**src/rtl/swss_pkg.sv**
```systemverilog
// Constants, register map and state types for the sleep, wake and status sideband block
package swss_pkg;

    ////////////////////////////////////////////////////////////////////////////////
    // Clock and timing
    localparam int unsigned CLK_HZ = 250_000_000;
    localparam int unsigned CLK_PER_MS = CLK_HZ / 1000;
    localparam int unsigned CNT_W = 28;

    // Host wake pulse length
    localparam int unsigned WAKE_PULSE_MS = 1000;
    localparam int unsigned WAKE_PULSE_CYC = WAKE_PULSE_MS * CLK_PER_MS;

    // Lamp patterns, built from slots of one common length
    localparam int unsigned LAMP_SLOT_MS = 100;
    localparam int unsigned LAMP_SLOT_CYC = LAMP_SLOT_MS * CLK_PER_MS;
    localparam int unsigned LAMP_PERIOD_MS = 2000;
    localparam int unsigned NOSVC_LOW1_MS = 100;
    localparam int unsigned NOSVC_HIGH1_MS = 100;
    localparam int unsigned NOSVC_LOW2_MS = 100;
    localparam int unsigned NOSVC_HIGH2_MS = 1700;
    localparam int unsigned REG_LOW_MS = 100;
    localparam int unsigned REG_HIGH_MS = 1900;

    localparam int unsigned SLOT_W = 5;
    localparam logic [SLOT_W-1:0] LAMP_LAST_SLOT = SLOT_W'(LAMP_PERIOD_MS / LAMP_SLOT_MS - 1);
    localparam logic [SLOT_W-1:0] NOSVC_LOW1_END = SLOT_W'(NOSVC_LOW1_MS / LAMP_SLOT_MS);
    localparam logic [SLOT_W-1:0] NOSVC_HIGH1_END = SLOT_W'((NOSVC_LOW1_MS + NOSVC_HIGH1_MS) / LAMP_SLOT_MS);
    localparam logic [SLOT_W-1:0] NOSVC_LOW2_END =
        SLOT_W'((NOSVC_LOW1_MS + NOSVC_HIGH1_MS + NOSVC_LOW2_MS) / LAMP_SLOT_MS);
    localparam logic [SLOT_W-1:0] REG_LOW_END = SLOT_W'(REG_LOW_MS / LAMP_SLOT_MS);

    ////////////////////////////////////////////////////////////////////////////////
    // Register map (byte offsets)
    localparam int unsigned OFS_W = 8;
    localparam logic [OFS_W-1:0] REG_CTRL_OFS = 8'h00;
    localparam logic [OFS_W-1:0] REG_STATUS_OFS = 8'h04;
    localparam logic [OFS_W-1:0] REG_IRQ_STAT_OFS = 8'h08;
    localparam logic [OFS_W-1:0] REG_IRQ_MASK_OFS = 8'h0c;

    // Control fields
    localparam int unsigned CTRL_SLEEP_BIT = 0;
    localparam int unsigned CTRL_HOST_WAKE_BIT = 1;
    localparam int unsigned CTRL_NET_LSB = 2;
    localparam int unsigned NET_W = 2;

    // Status fields
    localparam int unsigned STAT_AWAKE_BIT = 0;
    localparam int unsigned STAT_CARD_BIT = 1;
    localparam int unsigned STAT_WAKE_PIN_BIT = 2;
    localparam int unsigned STAT_HOST_WAKE_BIT = 3;

    // Interrupt status and mask fields
    localparam int unsigned IRQ_W = 5;
    localparam int unsigned IRQ_CARD_IN_BIT = 0;
    localparam int unsigned IRQ_CARD_OUT_BIT = 1;
    localparam int unsigned IRQ_PIN_WAKE_BIT = 2;
    localparam int unsigned IRQ_SLEPT_BIT = 3;
    localparam int unsigned IRQ_HOST_DONE_BIT = 4;

    // Reset values
    localparam logic [IRQ_W-1:0] IRQ_MASK_RST = 5'h00;
    localparam logic [31:0] RD_ZERO = 32'h0000_0000;

    ////////////////////////////////////////////////////////////////////////////////
    // Types
    typedef enum logic [1:0] {
        NET_NOSVC = 2'b00,
        NET_REG = 2'b01,
        NET_DIAL = 2'b10,
        NET_RSVD = 2'b11
    } swss_net_e;

    typedef enum logic {
        PWR_AWAKE = 1'b0,
        PWR_ASLEEP = 1'b1
    } swss_pwr_e;

endpackage

```
**src/rtl/swss_sideband.sv**
```systemverilog
// Sleep, wake, lamp and card-detect sideband block with an AHB-Lite register slave
`timescale 1ns/10ps
`default_nettype none
module swss_sideband #(
    parameter int unsigned WAKE_PULSE_CYCLES = swss_pkg::WAKE_PULSE_CYC,
    parameter int unsigned LAMP_SLOT_CYCLES = swss_pkg::LAMP_SLOT_CYC
) (
    input wire logic clk,
    input wire logic rst_n,
    // AHB-Lite slave
    input wire logic hsel,
    input wire logic [31:0] haddr,
    input wire logic [1:0] htrans,
    input wire logic hwrite,
    input wire logic [2:0] hsize,
    input wire logic [31:0] hwdata,
    input wire logic hready,
    output logic hreadyout,
    output logic hresp,
    output logic [31:0] hrdata,
    // Sideband pins
    input wire logic sleep_permit_in,
    output logic sleep_permit_pulldown_en,
    output logic host_wake_out,
    output logic awake_out,
    output logic net_state_lamp_out,
    input wire logic card_present_in,
    output logic card_pullup_en,
    output logic irq
);
    import swss_pkg::*;

    ////////////////////////////////////////////////////////////////////////////////
    // Declarations
    logic permit_meta_reg;
    logic permit_sync_reg;
    logic card_meta_reg;
    logic card_sync_reg;
    logic card_prev_reg;

    logic dp_wr_reg;
    logic [OFS_W-1:0] dp_ofs_reg;
    logic [31:0] hrdata_reg;

    logic sleep_req_reg;
    swss_net_e net_state_reg;
    swss_pwr_e pwr_reg;
    swss_pwr_e pwr_next;
    logic wake_busy_reg;
    logic [CNT_W-1:0] wake_cnt_reg;
    logic [IRQ_W-1:0] irq_stat_reg;
    logic [IRQ_W-1:0] irq_mask_reg;
    logic [IRQ_W-1:0] irq_stat_next;

    ////////////////////////////////////////////////////////////////////////////////
    // Pin synchronisers
    always_ff @(posedge clk or negedge rst_n) begin
        if (!rst_n) begin
            permit_meta_reg <= 1'b0;
            permit_sync_reg <= 1'b0;
            card_meta_reg <= 1'b1;
            card_sync_reg <= 1'b1;
            card_prev_reg <= 1'b1;
        end else begin
            permit_meta_reg <= sleep_permit_in;
            permit_sync_reg <= permit_meta_reg;
            card_meta_reg <= card_present_in;
            card_sync_reg <= card_meta_reg;
            card_prev_reg <= card_sync_reg;
        end
    end

    // Pad pulls: permit floats low, card detect floats high
    assign sleep_permit_pulldown_en = 1'b1;
    assign card_pullup_en = 1'b1;

    // Level high is inserted; edges mark hot insertion and removal
    wire card_present = card_sync_reg;
    wire card_inserted = card_sync_reg & ~card_prev_reg;
    wire card_removed = ~card_sync_reg & card_prev_reg;

    ////////////////////////////////////////////////////////////////////////////////
    // AHB-Lite address and data phase
    wire addr_phase = hsel && htrans[1] && hready;
    wire [OFS_W-1:0] ap_ofs = haddr[OFS_W-1:0];
    wire ap_hit_ctrl = (ap_ofs == REG_CTRL_OFS);
    wire ap_hit_status = (ap_ofs == REG_STATUS_OFS);
    wire ap_hit_istat = (ap_ofs == REG_IRQ_STAT_OFS);
    wire ap_hit_imask = (ap_ofs == REG_IRQ_MASK_OFS);

    wire wr_ctrl = dp_wr_reg && (dp_ofs_reg == REG_CTRL_OFS);
    wire wr_istat = dp_wr_reg && (dp_ofs_reg == REG_IRQ_STAT_OFS);
    wire wr_imask = dp_wr_reg && (dp_ofs_reg == REG_IRQ_MASK_OFS);

    wire is_awake = (pwr_reg == PWR_AWAKE);

    // Read words
    wire [31:0] ctrl_word = {{(32 - CTRL_NET_LSB - NET_W){1'b0}}, net_state_reg, wake_busy_reg, sleep_req_reg};
    wire [31:0] status_word = {28'h000_0000, wake_busy_reg, permit_sync_reg, card_present, is_awake};
    wire [31:0] istat_word = {{(32 - IRQ_W){1'b0}}, irq_stat_reg};
    wire [31:0] imask_word = {{(32 - IRQ_W){1'b0}}, irq_mask_reg};
    wire [31:0] rd_word = ap_hit_ctrl ? ctrl_word :
                          ap_hit_status ? status_word :
                          ap_hit_istat ? istat_word :
                          ap_hit_imask ? imask_word : RD_ZERO;

    always_ff @(posedge clk or negedge rst_n) begin
        if (!rst_n) begin
            dp_wr_reg <= 1'b0;
            dp_ofs_reg <= '0;
            hrdata_reg <= RD_ZERO;
        end else begin
            dp_wr_reg <= addr_phase && hwrite;
            if (addr_phase) begin
                dp_ofs_reg <= ap_ofs;
            end
            if (addr_phase && !hwrite) begin
                hrdata_reg <= rd_word;
            end
        end
    end

    // Zero wait states, always OKAY
    assign hreadyout = 1'b1;
    assign hresp = 1'b0;
    assign hrdata = hrdata_reg;

    ////////////////////////////////////////////////////////////////////////////////
    // Sleep control
    wire permit_high = permit_sync_reg;
    wire may_sleep = sleep_req_reg && !permit_high;
    wire pin_wake = (pwr_reg == PWR_ASLEEP) && permit_high;
    wire sw_wake = (pwr_reg == PWR_ASLEEP) && !sleep_req_reg;

    always_comb begin
        pwr_next = pwr_reg;
        unique case (pwr_reg)
            PWR_AWAKE: begin
                if (may_sleep) begin
                    pwr_next = PWR_ASLEEP;
                end
            end
            PWR_ASLEEP: begin
                if (pin_wake || sw_wake) begin
                    pwr_next = PWR_AWAKE;
                end
            end
        endcase
    end

    wire entering_sleep = is_awake && (pwr_next == PWR_ASLEEP);

    always_ff @(posedge clk or negedge rst_n) begin
        if (!rst_n) begin
            pwr_reg <= PWR_AWAKE;
            sleep_req_reg <= 1'b0;
            net_state_reg <= NET_NOSVC;
        end else begin
            pwr_reg <= pwr_next;
            if (wr_ctrl) begin
                sleep_req_reg <= hwdata[CTRL_SLEEP_BIT];
                net_state_reg <= swss_net_e'(hwdata[CTRL_NET_LSB +: NET_W]);
            end else if (pin_wake) begin
                sleep_req_reg <= 1'b0;
            end
        end
    end

    // High only while awake
    assign awake_out = is_awake;

    ////////////////////////////////////////////////////////////////////////////////
    // Host wake pulse
    wire wake_start = wr_ctrl && hwdata[CTRL_HOST_WAKE_BIT] && is_awake && !wake_busy_reg;
    wire wake_done = wake_busy_reg && (wake_cnt_reg == CNT_W'(WAKE_PULSE_CYCLES - 1));

    always_ff @(posedge clk or negedge rst_n) begin
        if (!rst_n) begin
            wake_busy_reg <= 1'b0;
            wake_cnt_reg <= '0;
        end else begin
            if (entering_sleep || wake_done) begin
                wake_busy_reg <= 1'b0;
                wake_cnt_reg <= '0;
            end else if (wake_start) begin
                wake_busy_reg <= 1'b1;
                wake_cnt_reg <= '0;
            end else if (wake_busy_reg) begin
                wake_cnt_reg <= wake_cnt_reg + CNT_W'(1);
            end
        end
    end

    assign host_wake_out = wake_busy_reg;

    ////////////////////////////////////////////////////////////////////////////////
    // Lamp pattern
    swss_lamp #(
        .SLOT_CYCLES(LAMP_SLOT_CYCLES)
    ) u_lamp (
        .clk(clk),
        .rst_n(rst_n),
        .net_state(net_state_reg),
        .lamp_out(net_state_lamp_out)
    );

    ////////////////////////////////////////////////////////////////////////////////
    // Interrupts: sticky, write one to clear, new event wins over clear
    wire [IRQ_W-1:0] irq_events = {wake_done, entering_sleep, pin_wake, card_removed, card_inserted};
    wire [IRQ_W-1:0] irq_clear = wr_istat ? hwdata[IRQ_W-1:0] : '0;

    always_comb begin
        irq_stat_next = (irq_stat_reg & ~irq_clear) | irq_events;
    end

    always_ff @(posedge clk or negedge rst_n) begin
        if (!rst_n) begin
            irq_stat_reg <= '0;
            irq_mask_reg <= IRQ_MASK_RST;
        end else begin
            irq_stat_reg <= irq_stat_next;
            if (wr_imask) begin
                irq_mask_reg <= hwdata[IRQ_W-1:0];
            end
        end
    end

    assign irq = |(irq_stat_reg & irq_mask_reg);

endmodule
`default_nettype wire

```
**src/rtl/swss_lamp.sv**
```systemverilog
// Lamp pattern generator for the network state indicator
`timescale 1ns/10ps
`default_nettype none
module swss_lamp #(
    parameter int unsigned SLOT_CYCLES = swss_pkg::LAMP_SLOT_CYC
) (
    input wire logic clk,
    input wire logic rst_n,
    input wire swss_pkg::swss_net_e net_state,
    output logic lamp_out
);
    import swss_pkg::*;

    logic [CNT_W-1:0] tick_reg;
    logic [SLOT_W-1:0] slot_reg;
    swss_net_e net_prev_reg;
    logic lamp_reg;

    wire state_changed = (net_state != net_prev_reg);
    wire slot_end = (tick_reg == CNT_W'(SLOT_CYCLES - 1));
    wire period_end = slot_end && (slot_reg == LAMP_LAST_SLOT);

    // Low phases of each pattern
    wire nosvc_low = (slot_reg < NOSVC_LOW1_END) ||
                     ((slot_reg >= NOSVC_HIGH1_END) && (slot_reg < NOSVC_LOW2_END));
    wire reg_low = (slot_reg < REG_LOW_END);
    logic lamp_low;

    always_comb begin
        unique case (net_state)
            NET_NOSVC: lamp_low = nosvc_low;
            NET_REG: lamp_low = reg_low;
            NET_DIAL: lamp_low = 1'b1;
            NET_RSVD: lamp_low = nosvc_low;
        endcase
    end

    ////////////////////////////////////////////////////////////////////////////////
    // Slot timing, restarted on any state change
    always_ff @(posedge clk or negedge rst_n) begin
        if (!rst_n) begin
            tick_reg <= '0;
            slot_reg <= '0;
            net_prev_reg <= NET_NOSVC;
            lamp_reg <= 1'b1;
        end else begin
            net_prev_reg <= net_state;
            lamp_reg <= ~lamp_low;
            if (state_changed || slot_end) begin
                tick_reg <= '0;
            end else begin
                tick_reg <= tick_reg + CNT_W'(1);
            end
            if (state_changed || period_end) begin
                slot_reg <= '0;
            end else if (slot_end) begin
                slot_reg <= slot_reg + SLOT_W'(1);
            end
        end
    end

    assign lamp_out = lamp_reg;

endmodule
`default_nettype wire

```
**config.mk**
```make
export PLATFORM = sky130hd
export DESIGN_NAME = swss_sideband
export DESIGN_NICKNAME = d
export VERILOG_FILES = /design/src/rtl/swss_pkg.sv /design/src/rtl/swss_sideband.sv /design/src/rtl/swss_lamp.sv
export SDC_FILE = /design/constraint.sdc
export NUM_CORES = 1
export LEC_CHECK = 0
export ABC_CLOCK_PERIOD_IN_PS = 4250
export BUFFER_PORTS_ARGS = -buffer_cell sky130_fd_sc_hd__buf_2
export CORE_MARGIN = 2
export CORE_UTILIZATION = 56
export CTS_CLUSTER_SIZE = 8
export DETAILED_ROUTE_END_ITERATION = 10
export PLACE_DENSITY = 0.88
export SETUP_SLACK_MARGIN = 0.05
export SYNTH_ARGS = -nofsm -noshare
export SYNTH_HDL_FRONTEND = slang
export SYNTH_SLANG_ARGS = --single-unit
```
**constraint.sdc**
```tcl
create_clock -name clk -period 4.25 [get_ports clk]
set_input_delay 0.2125 -clock clk [delete_from_list [all_inputs] [get_ports clk]]
set_output_delay 0.2125 -clock clk [all_outputs]
set_load 0.02 [all_outputs]
```
# After elaboration in Yosys (flattened, before gate mapping)
# Cells that the tools add are included.
word_totals:
  in_bits: 76
  word_cells: 101
  out_inout_bits: 40
  register_bits: 125
classes:
  muxes: 19
  eq_ne: 12
  reduce_logical: 35
  bitwise_logic: 10
  magnitude_cmp: 3
  addsub: 3
op_table:
  columns: ["op", "n"]
  rows:
  - ["$mux 28", 4]
  - ["$add 28x1->28 const B", 2]
  - ["$mux 5", 7]
  - ["$eq 8x4->1 const B", 4]
  - ["$eq 28x25->1 const B", 1]
  - ["$eq 28x28->1 const B", 1]
  - ["$logic_and 1x1->1", 17]
  - ["$logic_not 8->1", 2]
  - ["$and 5x5->5", 2]
  - ["$eq 8x3->1 const B", 1]
  - ["$mux 1", 6]
  - ["$reduce_bool 2->1", 3]
  - ["$add 5x1->5 const B", 1]
  - ["$eq 5x5->1 const B", 1]
  - ["$ge 5x2->1 const B", 1]
  - ["$logic_or 1x1->1", 5]
  - ["$lt 5x1->1 const B", 1]
  - ["$lt 5x2->1 const B", 1]
  - ["$not 5->5", 1]
  - ["$or 5x5->5", 1]
  - ["$reduce_or 5->1", 1]
  - ["$eq 2x2->1 const B", 2]
  - ["$logic_not 1->1", 4]
  - ["$not 1->1", 4]
  - ["8 further kinds", 9]

# Logic depth before layout (Yosys ltp)
logic_depth:
  word_depth: 8
  depth_mapped: 8
  ltp_nobuf: 7

# Hierarchy
# A second synthesis with hierarchy kept.
hier_totals:
  cells_unflattened: 501
  area_unflattened_um2: 5200.0
modules_own_cells:
  columns: ["module", "area_each_um2", "seq_area_each_um2", "cells_each", "n_inst"]
  rows:
  - ["swss_sideband", 3279.4, 1555.2, 303, 1]
  - ["swss_lamp", 1920.6, 902.1, 198, 1]

# Worst setup path after synthesis
# Ideal clock, no wire load.
synth_path:
  path_type: "register to register"
  start: "reg wake_cnt_reg[10]"
  end: "reg wake_cnt_reg[27]"
  setup_time_ns: 0.133
  t_arrival_ns: 1.821
  period_less_slack_ns: 1.954
  required_ns: 4.117
  stages_incl_launch_ff: 8
  path_buffers: 2
  slack_ns: 2.296
  cell_sequence: "dfrtp_1 -> or4_1 -> nor4_2 -> a21oi_1 -> buf_6 -> buf_6 -> a32oi_1 -> nand2_1"
synth_between:
  elab_chain_cells: 4
  elab_cells_between_ends: 8
  classes_between: "add/sub (1); eq/ne (1); mux (3); reduce/logical (3)"
synth_rtl:
  columns: ["element", "line_no", "rtl"]
  rows:
  - ["start: declaration", "swss_sideband.sv:50", "logic [CNT_W-1:0] wake_cnt_reg;"]
  - ["start signal: assignment", "swss_sideband.sv:189", "wake_cnt_reg <= wake_cnt_reg + CNT_W'(1);"]
  - ["$add 28x1->28 or $eq 28x28->1 (tied branches)", "swss_sideband.sv:189, swss_sideband.sv:175", null]
  - ["$mux 28 or $logic_and 1x1->1 (tied branches)", "swss_sideband.sv:188, swss_sideband.sv:175", null]
  - ["$mux 28 or $logic_or 1x1->1 (tied branches)", "swss_sideband.sv:185, swss_sideband.sv:182", null]
  - ["$mux 28 or $reduce_bool 3->1 (tied branches)", null, null]
# Several ways; a longest one is shown, not always the timed one. The select of a mux whose other input is x is not followed.
# A chain may end at the register's enable or synchronous reset.

# Worst setup path in the final report
layout_path:
  start: "reg u_lamp.tick_reg[0]"
  end: "reg u_lamp.slot_reg[1]"
layout_between:
  elab_chain_cells: 4
  elab_cells_between_ends: 5
  classes_between: "eq/ne (1); mux (1); reduce/logical (3)"
layout_rtl:
  columns: ["element", "line_no", "rtl"]
  rows:
  - ["start: declaration", "swss_lamp.sv:14", "logic [CNT_W-1:0] tick_reg;"]
  - ["start signal: assignment", "swss_lamp.sv:52", "tick_reg <= tick_reg + CNT_W'(1);"]
  - ["$eq 28x25->1 (*)", "swss_lamp.sv:20", "wire slot_end = (tick_reg == CNT_W'(SLOT_CYCLES - 1));"]
  - ["$logic_and 1x1->1", "swss_lamp.sv:21", "wire period_end = slot_end && (slot_reg == LAMP_LAST_SLOT);"]
  - ["$logic_or 1x1->1", "swss_lamp.sv:54", "if (state_changed || period_end) begin"]
  - ["$mux 5 or $reduce_bool 2->1 (tied branches)", null, null]
  - ["end signal: assignment", "swss_lamp.sv:57", "slot_reg <= slot_reg + SLOT_W'(1);"]
  - ["end: declaration", "swss_lamp.sv:15", "logic [SLOT_W-1:0] slot_reg;"]
# Mark *: on every way between the ends. The rest lies on a longest branch, timed or not.

==> flow_metrics.py <==
metrics = {
    "outcome": {
        "status": "finished, final reports clean",
    },
    "synth": {
        "ys_async_sr_fraction_pct": 100,
        "syn_area_per_cell_sq_um": 10.3,
        "synth_cells": 495,
        "synth_edf_count": 0,
        "synth_cell_types": 59,
        "synth-main-ff-cell": "dfrtp_1",
        "ys_seq_area_share_pct": 48.2,
        "synth-seq-cells": 98,
        "ys_warn_count": 0,
        "synth_area_sq_um": 5100,
    },
    "floorplanning": {
        "core_sq_um": 8760,
        "die-area_sq_um": 9890,
        "placementRows": 34,
        "fp.dieW_um": 99.5,
        "die_h_um": 99.5,
        "start_util_pct": 58.2,
        "ioPinCount": 116,
    },
    "job": {
        "cap_violations": 0,
    },
    "clocking": {
        "holdBufCountCts": 3,
        "clock_path_buffers": 2,
        "cts.repair.resized": 0,
        "clk_latency_ns": 0.38,
        "cts_setup_buffers": 0,
        "clockRootBuffer": "clkbuf_8",
        "cts_inserted_buffers": 9,
        "htreeDepth": 3,
        "path_clk_slew_ns": 0.10,
        "cts_sinks": 98,
        "cts_tree": "yes",
    },
    "hold_path": {
        "hold_path.class": "input pin to flop",
    },
    "worst_setup_path": {
        "required_ns": 4.48,
        "path_max_fanout": 29,
        "crit_slowest_cell": "or2_1",
        "endpoint_kind": "flop",
        "worstSetupPathType": "flop to flop",
        "critical-path-max-stage-delay_ns": 0.81,
        "cp.arrival_ns": 2.77,
        "worstPathCellList": "ha_1 -> and4_1 -> nand2_1 -> nor3_2 -> or2_1 -> o22ai_1",
        "startpoint_type": "flop",
    },
    "power_and_ir_drop": {
        "power_uw": 1990,
        "peakVddDrop_mv": 0.378,
        "power.density_nw_per_um2": 368,
        "leakagePower_uw": 0.00232,
    },
    "detailed_routing": {
        "dr.pass1.iters": 5,
        "wire_per_inst_um": 16.9,
        "drt_iter0_drc": 176,
        "drc": 0,
        "vias": 3914,
        "drt_wl_total_mm": 10.8,
        "final_antenna_net_count": 0,
        "viasPerCell": 6.13,
    },
    "placed_design": {
        "gp_congestion": 0.870,
        "place.detailed.hpwl_mm": 7.49,
        "portBuffers": 29,
        "dpl-instance-area_sq_um": 5200,
    },
    "sta": {
        "timing.fmax_ghz": 0.394,
        "post-route-period-util_pct": 59.8,
        "worst_slew_pin_slew_ns": 0.964,
        "hold_viol": 0,
        "relSlewSlack_pct": 35.7,
        "final.min_clock_period_ns": 2.54,
        "rsz0062_at_grt": "no",
        "holdWs_ns": 0.0886,
        "clock_skew_ns": 0.0134,
        "setup_viol": 0,
        "slew_violations": 0,
        "setup_tns_ns": 0,
    },
    "global_routing": {
        "first_global_vias": 3806,
        "grt_pass1_wl_mm": 18.1,
        "track_usage_pct": 22.8,
        "grt_max_degree": 67,
        "antenna_found_initial": 0,
        "grt-ovfl-total": 0,
    },
    "layout": {
        "mostFrequentLayoutCells": "dfrtp_1, nand2_1, nor2_1, nand3_1, conb_1",
        "final_area_sq_um": 5410,
        "syn_to_final_growth_pct": 6.03,
        "n_antenna_cell": 0,
        "drive_above_1_share_pct": 15.8,
        "utilization_pct": 61.7,
        "mostFrequentLayoutCell": "dfrtp_1",
        "nets": 607,
    },
}
[final timing paths]
kind,start,end,slack [ns],depth (start not counted)
max in group asynchronous,rst_n,card_present,2.79,3
hold / removal,hwrite,dp_wr_reg,0.09,3
min in group asynchronous,rst_n,u_lamp.slot_reg[4],0.48,2
setup reg to reg,u_lamp.tick_reg[0],u_lamp.slot_reg[1],1.71,6
setup / recovery,u_lamp.tick_reg[0],u_lamp.slot_reg[1],1.71,6
hold reg to reg,card_meta_reg,card_present,0.37,0
[final cells by class]
type	count	area, sq um
Fill cell	683	3350
Sequential cell	98	2460
Multi-Input combinational cell	369	2390
Timing Repair Buffer	35	200
Clock buffer	11	141
Tap cell	108	135
Inverter	12	45.0
Clock inverter	5	36.3
[cells in the mapped netlist (all sizes together), types with 6 or more instances]
library cell | number | area share (%)
a31oi | 13 | 1.6
a21oi | 18 | 1.8
nand3 | 33 | 3.2
nand2 | 45 | 3.3
buf | 40 | 5.8
mux2 | 16 | 3.5
a311oi | 9 | 1.5
nor4 | 9 | 2.2
and4 | 12 | 2.1
nor3 | 11 | 1.2
nor2 | 43 | 3.2
a22o | 6 | 1.0
xnor2 | 7 | 1.2
nand4 | 19 | 2.3
and3 | 9 | 1.1
ha | 6 | 1.5
xor2 | 22 | 3.8
dfrtp | 94 | 46
o21ai | 8 | 0.78
inv | 12 | 0.88
[layer usage]
layer / up-vias / track usage [%] / routed length [um]
li1: 1811 / - / -
met1: 1938 / 29.0 / 4450
met2: 136 / 38.3 / 5500
met3: 29 / 5.34 / 584
met4: 0 / 8.11 / 236
met5: - / 0 / 0
[critical path: cells and delay by family (launching register included)]
kind                     cells  cell delay (ns)
AND/OR/NAND/NOR              4             1.59
adder cells (fa/ha/maj)      1             0.24
flip-flops                   1             0.41
AO/OA/AOI/OAI                1             0.16
[report_power, final]
group          internal (uW)  total (uW)  switching (uW)
Clock                    232         562             330
Combinational            122         354             232
Sequential               992        1080            83.1
Total                   1350        1990             645
[logic make-up (layout without fill, tap and decap cells)]
family,count (synthesis),in the layout,share of synthesized area [%]
mux,21,21,5.49
xor+xnor,29,29,4.98
other cells,2,31,0.147
compound gates,71,71,9.76
fa+ha+maj,6,6,1.47
simple gates,211,211,23.0
buf+inv,57,63,7.04
flops,98,98,48.2
[per-stage QoR]
| step | std cells | setup slack [ns] |
|---|---|---|
| global route | 638 | 1.48 |
| finish | 638 | 1.71 |
| detailed placement | 619 | 1.70 |
| global placement | 619 | 1.79 |
| floorplan | 524 | 2.30 |
| CTS | 638 | 1.69 |
(Power assumes the default switching activity.)
